==> src/core/bcs_pkg.sv <==
// Purpose: shared constants and types for the brake control sequencer
// Assumes: 20 MHz clock, frequencies in 0.01 Hz, current in 0.1 %, delays in 0.01 s
// Notes:   register offsets are byte addresses of aligned 32-bit words
package bcs_pkg;

  localparam int CLK_NS      = 50;
  localparam int TICK_NS     = 10_000_000;            // delay resolution 0.01 s
  localparam int TICK_CYCLES = TICK_NS / CLK_NS;

  localparam int AW = 8;
  localparam int DW = 32;

  localparam logic [AW-1:0] ADDR_CTRL     = 8'h00;
  localparam logic [AW-1:0] ADDR_REL_CURR = 8'h04;
  localparam logic [AW-1:0] ADDR_REL_DLY  = 8'h08;
  localparam logic [AW-1:0] ADDR_REL_FWD  = 8'h0C;
  localparam logic [AW-1:0] ADDR_REL_REV  = 8'h10;
  localparam logic [AW-1:0] ADDR_ENG_DLY  = 8'h14;
  localparam logic [AW-1:0] ADDR_ENG_FREQ = 8'h18;
  localparam logic [AW-1:0] ADDR_OUT_FUNC = 8'h1C;
  localparam logic [AW-1:0] ADDR_PREEXC   = 8'h20;
  localparam logic [AW-1:0] ADDR_DCB_TIME = 8'h24;
  localparam logic [AW-1:0] ADDR_DCB_LVL  = 8'h28;
  localparam logic [AW-1:0] ADDR_STATUS   = 8'h2C;

  // control register fields
  localparam int CTRL_EN_BIT   = 0;
  localparam int CTRL_MODE_LSB = 1;
  localparam int CTRL_TORQ_BIT = 4;

  // output function register fields: one code byte per output
  localparam int FUNC_R1_LSB = 0;
  localparam int FUNC_R2_LSB = 8;
  localparam int FUNC_Q1_LSB = 16;

  localparam logic [2:0]  MODE_VECTOR  = 3'h5;
  localparam logic [2:0]  MODE_MAX     = 3'h5;
  localparam logic [7:0]  FUNC_BRAKE   = 8'h23;       // function code 35

  localparam logic [15:0] REL_CURR_RST = 16'h01F4;    // 50.0 %
  localparam logic [15:0] REL_CURR_MAX = 16'h0708;    // 180.0 %
  localparam logic [15:0] REL_DLY_RST  = 16'h0064;    // 1.00 s
  localparam logic [15:0] ENG_DLY_RST  = 16'h0064;    // 1.00 s
  localparam logic [15:0] DLY_MAX      = 16'h03E8;    // 10.00 s
  localparam logic [15:0] REL_FRQ_RST  = 16'h0064;    // 1.00 Hz
  localparam logic [15:0] ENG_FRQ_RST  = 16'h00C8;    // 2.00 Hz
  localparam logic [15:0] FRQ_MAX      = 16'h9C40;    // 400.00 Hz
  localparam logic [15:0] ZERO16       = 16'h0000;
  localparam logic [15:0] ONE16        = 16'h0001;

  typedef enum logic [3:0] {
    ST_IDLE, ST_PREEXC, ST_ACC_REL, ST_WAIT_CUR, ST_REL_HOLD, ST_RUN,
    ST_DECEL, ST_ENG_HOLD, ST_DC_BRAKE, ST_PLAIN_STOP
  } bcs_state_t;

  typedef struct packed {
    logic accel_en;    // ramp toward commanded or target frequency
    logic decel_en;    // ramp downward
    logic hold_freq;   // freeze output frequency
    logic force_zero;  // output frequency forced to 0
    logic pre_excite;  // vector pre-excitation
    logic dc_brake;    // dc injection after engage hold
    logic out_block;   // inverter output cut off
  } bcs_drive_t;

  localparam bcs_drive_t DRV_BLOCK = '{default: 1'b0, out_block: 1'b1};

endpackage : bcs_pkg

==> src/core/bcs_brake_seq.sv <==
// Purpose: brake release/engage sequencer for a motor drive
// Assumes: inputs synchronous to clk; run_cmd is a level, low means stop
// Notes:   brake level 1 = released on each output coded for brake control
`timescale 1ns/1ps
`default_nettype none

module bcs_brake_seq
  import bcs_pkg::*;
#(
  parameter int TICK_CYC = TICK_CYCLES
) (
  input  wire logic          clk,
  input  wire logic          arst_n,
  input  wire logic [AW-1:0] addr,
  input  wire logic [DW-1:0] wdata,
  input  wire logic          wr_stb,
  input  wire logic          rd_stb,
  output logic      [DW-1:0] rdata,
  input  wire logic          run_cmd,
  input  wire logic          dir_reverse,
  input  wire logic [15:0]   out_freq,
  input  wire logic [15:0]   motor_current,
  output bcs_drive_t         drive_cmd,
  output logic      [15:0]   freq_target,
  output logic               relay_one,
  output logic               relay_two,
  output logic               transistor_output_one,
  output logic               suppress_dc_start,
  output logic               suppress_dwell
);

  logic              brake_en_ff;
  logic       [2:0]  mode_ff;
  logic              torque_ff;
  logic       [15:0] release_current_threshold_ff;
  logic       [15:0] release_hold_delay_ff;
  logic       [15:0] release_freq_forward_ff;
  logic       [15:0] release_freq_reverse_ff;
  logic       [15:0] engage_hold_delay_ff;
  logic       [15:0] engage_frequency_ff;
  logic       [23:0] brake_output_function_ff;
  logic       [15:0] preexc_time_ff;
  logic       [15:0] dcb_time_ff;
  logic       [15:0] dcb_level_ff;

  bcs_state_t        state_ff;
  bcs_state_t        nxt_state;
  logic              rev_ff;
  logic       [31:0] presc_ff;
  logic       [15:0] dly_ff;
  logic       [15:0] nxt_dly;
  logic              brake_rel_ff;
  logic              nxt_brake_rel;
  bcs_drive_t        drive_ff;
  bcs_drive_t        nxt_drive;
  logic       [15:0] target_ff;
  logic       [15:0] nxt_target;
  logic       [DW-1:0] rdata_ff;
  logic       [DW-1:0] nxt_rdata;
  logic              relay_one_ff;
  logic              relay_two_ff;
  logic              q1_ff;
  logic              sup_ff;

  // write decode with range clamping of mode, current, delay and frequency values
  wire        wr_ctrl  = wr_stb && (addr == ADDR_CTRL);
  wire [15:0] wd16     = wdata[15:0];
  wire [2:0]  wr_mode  = (wdata[CTRL_MODE_LSB +: 3] > MODE_MAX) ? MODE_MAX : wdata[CTRL_MODE_LSB +: 3];
  wire [15:0] wd_curr  = (wd16 > REL_CURR_MAX) ? REL_CURR_MAX : wd16;
  wire [15:0] wd_dly   = (wd16 > DLY_MAX) ? DLY_MAX : wd16;
  wire [15:0] wd_frq   = (wd16 > FRQ_MAX) ? FRQ_MAX : wd16;

  always_ff @(posedge clk or negedge arst_n) begin
    if (!arst_n) begin
      brake_en_ff                  <= 1'b0;
      mode_ff                      <= 3'h0;
      torque_ff                    <= 1'b0;
      release_current_threshold_ff <= REL_CURR_RST;
      release_hold_delay_ff        <= REL_DLY_RST;
      release_freq_forward_ff      <= REL_FRQ_RST;
      release_freq_reverse_ff      <= REL_FRQ_RST;
      engage_hold_delay_ff         <= ENG_DLY_RST;
      engage_frequency_ff          <= ENG_FRQ_RST;
      brake_output_function_ff     <= 24'h00_0000;
      preexc_time_ff               <= ZERO16;
      dcb_time_ff                  <= ZERO16;
      dcb_level_ff                 <= ZERO16;
    end else if (wr_stb) begin
      if (wr_ctrl) begin
        brake_en_ff <= wdata[CTRL_EN_BIT];
        mode_ff     <= wr_mode;
        torque_ff   <= wdata[CTRL_TORQ_BIT];
      end
      if (addr == ADDR_REL_CURR) release_current_threshold_ff <= wd_curr;
      if (addr == ADDR_REL_DLY)  release_hold_delay_ff        <= wd_dly;
      if (addr == ADDR_REL_FWD)  release_freq_forward_ff      <= wd_frq;
      if (addr == ADDR_REL_REV)  release_freq_reverse_ff      <= wd_frq;
      if (addr == ADDR_ENG_DLY)  engage_hold_delay_ff         <= wd_dly;
      if (addr == ADDR_ENG_FREQ) engage_frequency_ff          <= wd_frq;
      if (addr == ADDR_OUT_FUNC) brake_output_function_ff     <= wdata[23:0];
      if (addr == ADDR_PREEXC)   preexc_time_ff               <= wd16;
      if (addr == ADDR_DCB_TIME) dcb_time_ff                  <= wd16;
      if (addr == ADDR_DCB_LVL)  dcb_level_ff                 <= wd16;
    end
  end

  // read path: data stands only in the cycle after the strobe
  always_comb begin
    nxt_rdata = '0;
    if (rd_stb) begin
      case (addr)
        ADDR_CTRL:     nxt_rdata = {27'h000_0000, torque_ff, mode_ff, brake_en_ff};
        ADDR_REL_CURR: nxt_rdata = {16'h0000, release_current_threshold_ff};
        ADDR_REL_DLY:  nxt_rdata = {16'h0000, release_hold_delay_ff};
        ADDR_REL_FWD:  nxt_rdata = {16'h0000, release_freq_forward_ff};
        ADDR_REL_REV:  nxt_rdata = {16'h0000, release_freq_reverse_ff};
        ADDR_ENG_DLY:  nxt_rdata = {16'h0000, engage_hold_delay_ff};
        ADDR_ENG_FREQ: nxt_rdata = {16'h0000, engage_frequency_ff};
        ADDR_OUT_FUNC: nxt_rdata = {8'h00, brake_output_function_ff};
        ADDR_PREEXC:   nxt_rdata = {16'h0000, preexc_time_ff};
        ADDR_DCB_TIME: nxt_rdata = {16'h0000, dcb_time_ff};
        ADDR_DCB_LVL:  nxt_rdata = {16'h0000, dcb_level_ff};
        ADDR_STATUS:   nxt_rdata = {16'h0000, 11'h000, brake_rel_ff, state_ff};
        default:       nxt_rdata = '0;
      endcase
    end
  end

  // delay time base: one tick each 0.01 s
  wire tick = (presc_ff == 32'(TICK_CYC - 1));

  always_ff @(posedge clk or negedge arst_n) begin
    if (!arst_n) presc_ff <= 32'h0000_0000;
    else         presc_ff <= tick ? 32'h0000_0000 : presc_ff + 32'h0000_0001;
  end

  wire is_vector   = (mode_ff == MODE_VECTOR);
  wire [15:0] rel_target = rev_ff ? release_freq_reverse_ff : release_freq_forward_ff;
  wire dly_done    = (dly_ff == ZERO16);
  wire dly_step    = tick && !dly_done;
  wire dcb_on      = (dcb_time_ff != ZERO16) && (dcb_level_ff != ZERO16);
  wire at_rel_freq = (out_freq >= rel_target);
  wire cur_ok      = (motor_current >= release_current_threshold_ff);
  wire at_eng_freq = (out_freq <= engage_frequency_ff);
  wire at_zero     = (out_freq == ZERO16);
  wire stop_req    = !run_cmd;

  always_comb begin
    nxt_state     = state_ff;
    nxt_dly       = dly_step ? dly_ff - ONE16 : dly_ff;
    nxt_brake_rel = brake_rel_ff;
    nxt_target    = target_ff;
    nxt_drive     = DRV_BLOCK;
    case (state_ff)
      ST_IDLE: begin
        nxt_brake_rel = 1'b0;
        if (!brake_en_ff) begin
          nxt_drive = '{default: 1'b0, accel_en: run_cmd, decel_en: !run_cmd, out_block: 1'b0};
        end else if (run_cmd && is_vector) begin
          nxt_state = ST_PREEXC;
          nxt_dly   = preexc_time_ff;
        end else if (run_cmd) begin
          nxt_state = ST_ACC_REL;
        end
      end
      ST_PREEXC: begin
        nxt_drive = '{default: 1'b0, pre_excite: 1'b1, hold_freq: 1'b1};
        if (stop_req) begin
          nxt_state = ST_IDLE;
        end else if (dly_done) begin
          nxt_state     = ST_REL_HOLD;
          nxt_brake_rel = 1'b1;
          nxt_dly       = release_hold_delay_ff;
        end
      end
      ST_ACC_REL: begin
        nxt_target = rel_target;
        nxt_drive  = '{default: 1'b0, accel_en: !at_rel_freq, hold_freq: at_rel_freq};
        if (stop_req)         nxt_state = ST_IDLE;
        else if (at_rel_freq) nxt_state = ST_WAIT_CUR;
      end
      ST_WAIT_CUR: begin
        nxt_drive = '{default: 1'b0, hold_freq: 1'b1};
        if (stop_req) begin
          nxt_state = ST_IDLE;
        end else if (cur_ok) begin
          nxt_state     = ST_REL_HOLD;
          nxt_brake_rel = 1'b1;
          nxt_dly       = release_hold_delay_ff;
        end
      end
      ST_REL_HOLD: begin
        nxt_drive = '{default: 1'b0, hold_freq: 1'b1};
        if (stop_req)      nxt_state = ST_DECEL;
        else if (dly_done) nxt_state = ST_RUN;
      end
      ST_RUN: begin
        nxt_drive = '{default: 1'b0, accel_en: 1'b1};
        if (stop_req) nxt_state = (is_vector && torque_ff) ? ST_PLAIN_STOP : ST_DECEL;
      end
      ST_DECEL: begin
        nxt_target = is_vector ? ZERO16 : engage_frequency_ff;
        nxt_drive  = '{default: 1'b0, decel_en: 1'b1};
        if (run_cmd) begin
          nxt_state = ST_RUN;
        end else if (is_vector ? at_zero : at_eng_freq) begin
          // ramp stops in the same cycle the brake engages
          nxt_drive     = '{default: 1'b0, hold_freq: 1'b1};
          nxt_state     = ST_ENG_HOLD;
          nxt_brake_rel = 1'b0;
          nxt_dly       = engage_hold_delay_ff;
        end
      end
      ST_ENG_HOLD: begin
        nxt_drive = '{default: 1'b0, hold_freq: 1'b1};
        if (dly_done) begin
          if (!is_vector && dcb_on) begin
            nxt_state = ST_DC_BRAKE;
            nxt_dly   = dcb_time_ff;
          end else begin
            nxt_state = ST_IDLE;
          end
        end
      end
      ST_DC_BRAKE: begin
        nxt_drive = '{default: 1'b0, force_zero: 1'b1, dc_brake: 1'b1};
        if (dly_done) nxt_state = ST_IDLE;
      end
      ST_PLAIN_STOP: begin
        nxt_drive = '{default: 1'b0, decel_en: 1'b1};
        if (at_zero) nxt_state = ST_IDLE;
      end
      default: nxt_state = ST_IDLE;
    endcase
    // force zero once engage hold ends, whichever way it leaves
    if (state_ff == ST_ENG_HOLD && dly_done) nxt_drive.force_zero = 1'b1;
  end

  // brake level routed to each output coded for brake control
  wire [2:0] func_sel;
  genvar g;
  generate
    for (g = 0; g < 3; g++) begin : g_func
      assign func_sel[g] = (brake_output_function_ff[g*8 +: 8] == FUNC_BRAKE);
    end
  endgenerate

  always_ff @(posedge clk or negedge arst_n) begin
    if (!arst_n) begin
      state_ff     <= ST_IDLE;
      dly_ff       <= ZERO16;
      rev_ff       <= 1'b0;
      brake_rel_ff <= 1'b0;
      drive_ff     <= DRV_BLOCK;
      target_ff    <= ZERO16;
      rdata_ff     <= '0;
      relay_one_ff <= 1'b0;
      relay_two_ff <= 1'b0;
      q1_ff        <= 1'b0;
      sup_ff       <= 1'b0;
    end else begin
      state_ff     <= nxt_state;
      dly_ff       <= nxt_dly;
      rev_ff       <= (state_ff == ST_IDLE) ? dir_reverse : rev_ff;
      brake_rel_ff <= nxt_brake_rel;
      drive_ff     <= nxt_drive;
      target_ff    <= nxt_target;
      rdata_ff     <= nxt_rdata;
      relay_one_ff <= func_sel[0] && nxt_brake_rel;
      relay_two_ff <= func_sel[1] && nxt_brake_rel;
      q1_ff        <= func_sel[2] && nxt_brake_rel;
      sup_ff       <= brake_en_ff;
    end
  end

  assign rdata                 = rdata_ff;
  assign drive_cmd             = drive_ff;
  assign freq_target           = target_ff;
  assign relay_one             = relay_one_ff;
  assign relay_two             = relay_two_ff;
  assign transistor_output_one = q1_ff;
  assign suppress_dc_start     = sup_ff;
  assign suppress_dwell        = sup_ff;

endmodule : bcs_brake_seq

`default_nettype wire

==> config.mk <==
export PLATFORM = sky130hd
export DESIGN_NAME = bcs_brake_seq
export DESIGN_NICKNAME = d
export VERILOG_FILES = /design/src/core/bcs_pkg.sv /design/src/core/bcs_brake_seq.sv
export SDC_FILE = /design/constraint.sdc
export NUM_CORES = 1
export LEC_CHECK = 0
export BUFFER_PORTS_ARGS = -buffer_cell sky130_fd_sc_hd__buf_2
export CELL_PAD_IN_SITES_DETAIL_PLACEMENT = 0
export CELL_PAD_IN_SITES_GLOBAL_PLACEMENT = 1
export CORE_MARGIN = 4
export CORE_UTILIZATION = 47
export CTS_CLUSTER_DIAMETER = 30
export DETAILED_ROUTE_END_ITERATION = 8
export PLACE_DENSITY = 0.86
export SYNTH_ARGS = -nofsm -noshare
export SYNTH_HDL_FRONTEND = slang
export SYNTH_SLANG_ARGS = --single-unit
==> constraint.sdc <==
create_clock -name clk -period 4 [get_ports clk]
set_input_delay 0.6 -clock clk [delete_from_list [all_inputs] [get_ports clk]]
set_output_delay 0.6 -clock clk [all_outputs]
set_load 0.01 [all_outputs]
==> impl_metrics.py, run 1 <==
metrics = {
    "status": {
        "status": "complete, no violations",
    },
    "cts": {
        "cts.path.max_buffers": 3,
        "cts.sinks": 278,
        "clk_latency_ns": 0.56,
        "cts_hold_buf": 0,
        "cts.htree.levels": 3,
        "cts_inserted_buffers": 67,
        "cts.clk_slew.worst_paths_ns": 0.04,
        "postCtsSetupRepairBufs": 0,
        "cts_tree": "yes",
        "root_buffer": "clkbuf_16",
        "cts_resized": 0,
    },
    "floorplan": {
        "core_um2": 29700,
        "rows": 63,
        "io_pins": 138,
        "die_x_um": 182,
        "die_area_um2": 33000,
        "start_util_pct": 47.7,
        "die_h_um": 182,
    },
    "timing": {
        "final_max_slew_viol_count": 0,
        "period_share_pct": 85.9,
        "max_slew_margin_pct": 21.3,
        "finalHoldViolations": 0,
        "period_minus_slack_ns": 3.44,
        "setup-tns-final_ns": 0,
        "clock_skew_ns": 0.0310,
        "clock.fmax_mhz": 291,
        "setup_viol": 0,
        "tightest_slew_ns": 1.18,
        "fin_ws_ns": 0.563,
        "rsz0062_at_grt": "no",
    },
    "final_layout": {
        "nets": 1628,
        "utilization_pct": 58.9,
        "fill_cells": 2420,
        "drive_gt1_share_pct": 24.8,
        "final_cells": 1943,
        "final_cell_mix": "dfrtp_1, nand2_1, buf_2, o21ai_0, mux2_2",
        "mostFrequentLayoutCell": "dfrtp_1",
        "syn2layout_area_growth_pct": 23.5,
    },
    "critical_path": {
        "crit_path_frequent_cell": "nor3_1",
        "crit_family": "flip-flops",
        "end_kind": "flip-flop",
        "cp_data_required_time_ns": 4.41,
        "reg2regPathDepth": 9,
        "path_buf_inv": 0,
        "path_class": "reg2reg",
        "max_stage_delay_ns": 0.90,
        "cp_slowest_cell": "dfrtp_1",
        "crit_fanout": 15,
        "worst-path-stages": 9,
        "arrival_ns": 3.84,
        "critPathLaunchType": "flip-flop",
        "crit_path_cell_trace": "mux2_2 -> ha_1 -> nand2b_1 -> a211oi_1 -> o21ai_0 -> a21o_1 -> nor3_1 -> nor3_1 -> mux2_1",
    },
    "grt": {
        "grt_max_degree": 116,
        "grt_pass1_vias": 12227,
        "grt_overflow": 0,
        "groute.usage.overall_pct": 26.0,
        "grt_pass1_wl_mm": 68.2,
        "antenna_found_initial": 3,
    },
    "logic_synthesis": {
        "synthTopCellsByArea": "dfrtp_1, mux2_2, ha_1",
        "netlist_instances": 1357,
        "synth-async-reset-ratio_pct": 100,
        "ys.flop_type": "dfrtp_1",
        "yosys.area.top_type": "dfrtp_1",
        "synth_cell_types": 73,
        "ys.warnings.count": 0,
        "avgSynthCellArea_um2": 10.4,
        "synth-seq-cells": 278,
        "synth_area_um2": 14200,
        "synth_top_cell_area_share_pct": 45.2,
        "ys_seq_area_share_pct": 49.3,
        "synth-edff-count": 0,
    },
    "place": {
        "portBuffers": 121,
        "place_hpwl_mm": 30.5,
        "dp.cells": 1820,
        "dp_slack_ns": 0.630,
        "globalplace.congestion": 0.942,
    },
    "routing": {
        "viasPerCell": 6.18,
        "antenna_left": 0,
        "wirelength_mm": 43.5,
        "dr.pass1.iters": 6,
        "routedWlPerCell_um": 22.4,
        "vias": 12001,
        "drtIter0Drc": 1442,
        "drc": 0,
    },
    "power_and_ir_drop": {
        "powerDensity_nw_per_um2": 594,
        "p_total_uw": 10400,
        "ir_drop_v": 0.000463,
        "leakage_uw": 0.00802,
    },
    "worst_hold_path": {
        "hold_path_class": "in2async",
    },
    "job": {
        "maxCapViolations": 0,
    },
}
==> worst register-to-register path: stages (launching register included) <==
cell and delay, ns:
dfrtp_1 0.90, mux2_2 0.43, ha_1 0.26, nand2b_1 0.09, a211oi_1 0.07, o21ai_0 0.31
a21o_1 0.40, nor3_1 0.11, nor3_1 0.35, mux2_1 0.38
==> report_power, final <==
group / internal, µW / switching [µW]
clock network: 3860 / 1660
registers: 3040 / 259
logic: 649 / 948
total: 7550 / 2860
==> cell type report <==
cell class / instances / area (µm²) / share of cell area (%)
Antenna cell: 1 / 2.50 / 0.0143
Clock buffer: 95 / 1970 / 11.2
Inverter: 38 / 143 / 0.814
Sequential cell: 278 / 6980 / 39.9
Tap cell: 390 / 488 / 2.79
Timing Repair Buffer: 148 / 843 / 4.81
Clock inverter: 27 / 362 / 2.06
Multi-Input combinational cell: 966 / 6730 / 38.4
==> cell families after synthesis <==
kind of cell               share of synthesized area (%)
muxes                                               7.80
buffers and inverters                               3.49
and+or+nand+nor                                     14.7
adders and majority gates                           4.50
DFF                                                 49.3
other                                             0.0264
xor gates and xnor gates                            2.59
AOI/OAI and AO/OA                                   17.6
==> final timing paths <==
check	slack, ns	to	start
min	0.13	freq_target[1]$_DFFE_PN0P_	arst_n
min reg2reg	0.48	presc_ff[31]$_DFF_PN0_	presc_ff[31]$_DFF_PN0_
max	0.56	state_ff[1]$_DFFE_PN0P_	rev_ff$_DFFE_PN0P_
max reg2reg	0.56	state_ff[1]$_DFFE_PN0P_	rev_ff$_DFFE_PN0P_
max in group asynchronous	2.88	drive_cmd[0]$_DFF_PN1_	arst_n
min in group clk	0.28	brake_output_function_ff[23]$_DFFE_PN0P_	wdata[23]
==> sequential cells by signal (all words and copies together), names as in the netlist, 3 cells and up <==
register,cells
release_freq_reverse_ff,16
drive_cmd,7
freq_target,16
rdata,24
release_current_threshold_ff,16
dcb_time_ff,16
dcb_level_ff,16
release_hold_delay_ff,16
dly_ff,16
preexc_time_ff,16
state_ff,4
presc_ff,32
brake_output_function_ff,24
engage_hold_delay_ff,16
mode_ff,3
release_freq_forward_ff,16
engage_frequency_ff,16
==> Yosys cell counts (all sizes together) (8+ instances only) <==
| library cell | count |
|---|---|
| nand2b | 11 |
| nor4 | 23 |
| clkbuf | 60 |
| a21oi | 46 |
| mux2i | 16 |
| buf | 22 |
| a31oi | 18 |
| and2 | 16 |
| a22o | 47 |
| mux2 | 84 |
| a222oi | 13 |
| a221oi | 42 |
| xor2 | 23 |
| a211oi | 8 |
| inv | 37 |
| nand3 | 31 |
| dfrtp | 256 |
| o211ai | 34 |
| dfstp | 22 |
| nor3 | 28 |
| xnor2 | 19 |
| nand2 | 160 |
| nor2 | 61 |
| nand4 | 12 |
| o21a | 18 |
| ha | 51 |
| a22oi | 12 |
| and3 | 23 |
| o21ai | 93 |
| and4 | 9 |
==> per-layer routing <==
metal / share of wire, % / wire (µm) / vias to the layer above / global-route usage [%]
met5: 0.014 / 6 / - / 0
met4: 3.9 / 1720 / 2 / 10.9
met3: 9.3 / 4030 / 126 / 6.21
met2: 46 / 19900 / 599 / 40.8
met1: 41 / 17800 / 5930 / 34.8
li1: - / - / 5344 / -
==> stage by stage <==
step           hold WS (ns)  area, µm²
2_1_floorplan         0.304      14200
3_3_place_gp          0.462      15200
3_5_place_dp          0.471      15200
4_1_cts               0.181      17500
5_1_grt               0.210      17500
6_report              0.133      17500
No activity file was read; power rests on OpenSTA's default activity.
==> run 2: changes to the inputs <==
--- a/config.mk
+++ b/config.mk
@@ -5,11 +5,12 @@
 export SDC_FILE = /design/constraint.sdc
 export NUM_CORES = 1
 export LEC_CHECK = 0
+export ABC_AREA = 1
 export BUFFER_PORTS_ARGS = -buffer_cell sky130_fd_sc_hd__buf_2
 export CELL_PAD_IN_SITES_DETAIL_PLACEMENT = 0
 export CELL_PAD_IN_SITES_GLOBAL_PLACEMENT = 1
 export CORE_MARGIN = 4
-export CORE_UTILIZATION = 47
+export CORE_UTILIZATION = 44
 export CTS_CLUSTER_DIAMETER = 30
 export DETAILED_ROUTE_END_ITERATION = 8
 export PLACE_DENSITY = 0.86
==> run 2 against run 1 <==
Compared with the run above:
- final area grew 10%
- synthesized cell count is 56% higher
- sequential share of layout area down 3.6 points
- cell count grew 44%
- core utilization is 4.7 points lower
- area after synthesis increased by 11%
- maximum frequency up 23%
- setup slack better by 0.63 ns
- sequential cell count stayed put
- hold slack worse by 0.049 ns
- clock power rose by 2%
- critical path type unchanged
==> impl_metrics.py, run 2 <==
metrics = {
    "status": {
        "status": "complete, no violations",
    },
    "critical_path": {
        "r2r_slack_ns": 1.20,
        "end_kind": "flip-flop",
        "timing.rr.end": "state_ff[2]$_DFFE_PN0P_",
        "critPathLaunchType": "flip-flop",
        "r2r_start": "rev_ff$_DFFE_PN0P_",
        "cp_data_required_time_ns": 4.45,
        "arrival_ns": 3.25,
        "path_class": "reg2reg",
        "reg2regPathDepth": 12,
        "crit_fanout": 17,
    },
    "logic_synthesis": {
        "synth_cell_types": 51,
        "ys_seq_area_share_pct": 44.3,
        "synth_area_um2": 15800,
        "synth-seq-cells": 278,
        "synth_most_common_cell": "nand2_1",
        "netlist_instances": 2122,
        "synth-async-reset-ratio_pct": 100,
        "ys.warnings.count": 0,
        "synth-edff-count": 0,
        "ys.flop_type": "dfrtp_1",
        "synth_top_cell_area_share_pct": 40.6,
        "yosys.area.top_type": "dfrtp_1",
        "synthTopCellsByArea": "dfrtp_1, nand2_1, inv_1",
        "synthTopCellsByCount": "nand2_1, inv_1, dfrtp_1, nor2_1, o21ai_0",
        "avgSynthCellArea_um2": 7.44,
    },
    "routing": {
        "viasPerCell": 5.47,
        "dr.pass1.iters": 8,
        "drc": 0,
        "vias": 15267,
        "drtIter0Drc": 1575,
        "routedWlPerCell_um": 19.7,
        "wirelength_mm": 55.0,
        "antenna_left": 0,
    },
    "grt": {
        "antenna_found_initial": 0,
        "grt_max_degree": 105,
        "groute.usage.overall_pct": 28.4,
        "grt_pass1_wl_mm": 85.4,
        "grt_pass1_vias": 14959,
        "grt_overflow": 0,
    },
    "timing": {
        "final_max_slew_viol_count": 0,
        "finalHoldViolations": 0,
        "clock_skew_ns": 0.0169,
        "clock.fmax_mhz": 357,
        "tightest_slew_ns": 0.965,
        "setup-tns-final_ns": 0,
        "max_slew_margin_pct": 35.4,
        "fin_ws_ns": 1.20,
        "period_minus_slack_ns": 2.80,
        "period_share_pct": 70.1,
        "rsz0062_at_grt": "no",
        "setup_viol": 0,
    },
    "cts": {
        "cts_resized": 0,
        "clk_latency_ns": 0.57,
        "cts_tree": "yes",
        "cts_inserted_buffers": 68,
        "cts.sinks": 278,
        "cts.htree.levels": 3,
        "cts_hold_buf": 0,
        "root_buffer": "clkbuf_16",
        "postCtsSetupRepairBufs": 0,
        "cts.path.max_buffers": 3,
        "cts.clk_slew.worst_paths_ns": 0.05,
    },
    "place": {
        "dp_slack_ns": 1.03,
        "portBuffers": 121,
        "globalplace.congestion": 0.998,
        "place_hpwl_mm": 41.8,
    },
    "job": {
        "maxCapViolations": 0,
    },
    "floorplan": {
        "core_um2": 35500,
        "die_h_um": 197,
        "io_pins": 138,
        "rows": 69,
        "start_util_pct": 44.5,
        "die_area_um2": 39000,
        "die_x_um": 197,
    },
    "power_and_ir_drop": {
        "sw_frac_of_total_pct": 32.4,
        "powerDensity_nw_per_um2": 599,
        "leakage_uw": 0.0101,
        "p_seq_share_pct": 29.1,
        "pwr-share-clk_pct": 48.6,
        "ir_drop_v": 0.000357,
        "p_int_uw": 7800,
        "comb_power_share_pct": 22.3,
        "p_switching_uw": 3730,
    },
    "final_layout": {
        "syn2layout_area_growth_pct": 22.1,
        "mostFrequentLayoutCell": "nand2_1",
        "drive_gt1_share_pct": 14.2,
        "largest_reg_flops": 32,
        "final_cell_mix": "nand2_1, inv_1, dfrtp_1, nor2_1, o21ai_0",
        "largest-register": "presc_ff",
        "nets": 2406,
    },
    "worst_hold_path": {
        "hold_path_class": "in2async",
    },
}
-- run 2: cell type report --
class / instances / area [µm²]
clock buffers: 95 / 1970
inverters: 296 / 1110
fillers: 3412 / 16200
diodes: 1 / 2.50
well taps: 461 / 577
clock inverters: 28 / 400
repair buffers: 152 / 873
multi-input cells: 1481 / 7350
flip-flops and latches: 278 / 6980
-- run 2: per-stage QoR --
step / area [µm²] / total power [µW] / std cells / hold WS (ns) / util (%)
finish: 19300 / 11500 / 2792 / 0.0842 / 54.3
global route: 19300 / 12100 / 2791 / 0.174 / 54.3
floorplan: 15800 / 5050 / 2129 / 0.304 / -
global placement: 16900 / 5900 / 2668 / 0.462 / 47.6
CTS: 19300 / 11600 / 2791 / 0.138 / 54.3
detailed placement: 16900 / 5950 / 2668 / 0.470 / 47.6
-- run 2: layer usage --
layer  GRT usage [%]  vias up  share of wire, %
met5               0        -                 0
met4            11.8        0               4.6
met3            5.59      138               7.6
met2            44.3      674                45
met1            38.7     7217                43
li1                -     7238                 -
-- run 2: worst max path at each step --
stage | startpoint | end | slack, ns | cells past startpoint
final | rev_ff$_DFFE_PN0P_ | state_ff[2]$_DFFE_PN0P_ | 1.20 | 12
after CTS | engage_frequency_ff[7]$_DFFE_PN1P_ | dly_ff[2]$_DFF_PN0_ | 1.23 | 14
after detailed placement | wdata[6] | release_hold_delay_ff[9]$_DFFE_PN0P_ | 1.03 | 11
after global placement | wdata[6] | release_hold_delay_ff[9]$_DFFE_PN0P_ | 1.05 | 11
after floorplan | out_freq[7] | dly_ff[10]$_DFF_PN0_ | 1.86 | 12
after global routing | rev_ff$_DFFE_PN0P_ | state_ff[0]$_DFFE_PN0P_ | 0.90 | 12
-- run 2: logic make-up after synthesis --
kind of cell | count (synthesis) | synth area share (%)
AND/OR/NAND/NOR | 1017 | 27.4
AO/OA/AOI/OAI | 372 | 13.0
buffers and inverters | 370 | 9.34
flip-flops | 278 | 44.3
adder cells (fa/ha/maj) | 51 | 4.04
XOR/XNOR | 28 | 1.55
multiplexers | 5 | 0.357
other | 1 | 0.0238
-- run 2: worst max-delay path, stage by stage, from the launching register on --
cell and delay [ns]:
dfrtp_1 0.66, buf_4 0.31, o21ai_0 0.17, ha_1 0.32
nand2_1 0.07, o21ai_0 0.27, nand2_1 0.10, o211ai_1 0.11
nand2_1 0.16, nand4_1 0.22, nand3_1 0.15, nand2_1 0.08
nand2_1 0.05
-- run 2: power groups by stage --
stage          logic [µW]  clock network (µW)  registers (µW)
6_report             2580                5610            3350
3_5_place_dp         2560                   0            3390
3_3_place_gp         2530                   0            3380
2_1_floorplan        1690                   0            3350
4_1_cts              2570                5670            3350
5_1_grt              2930                5830            3380
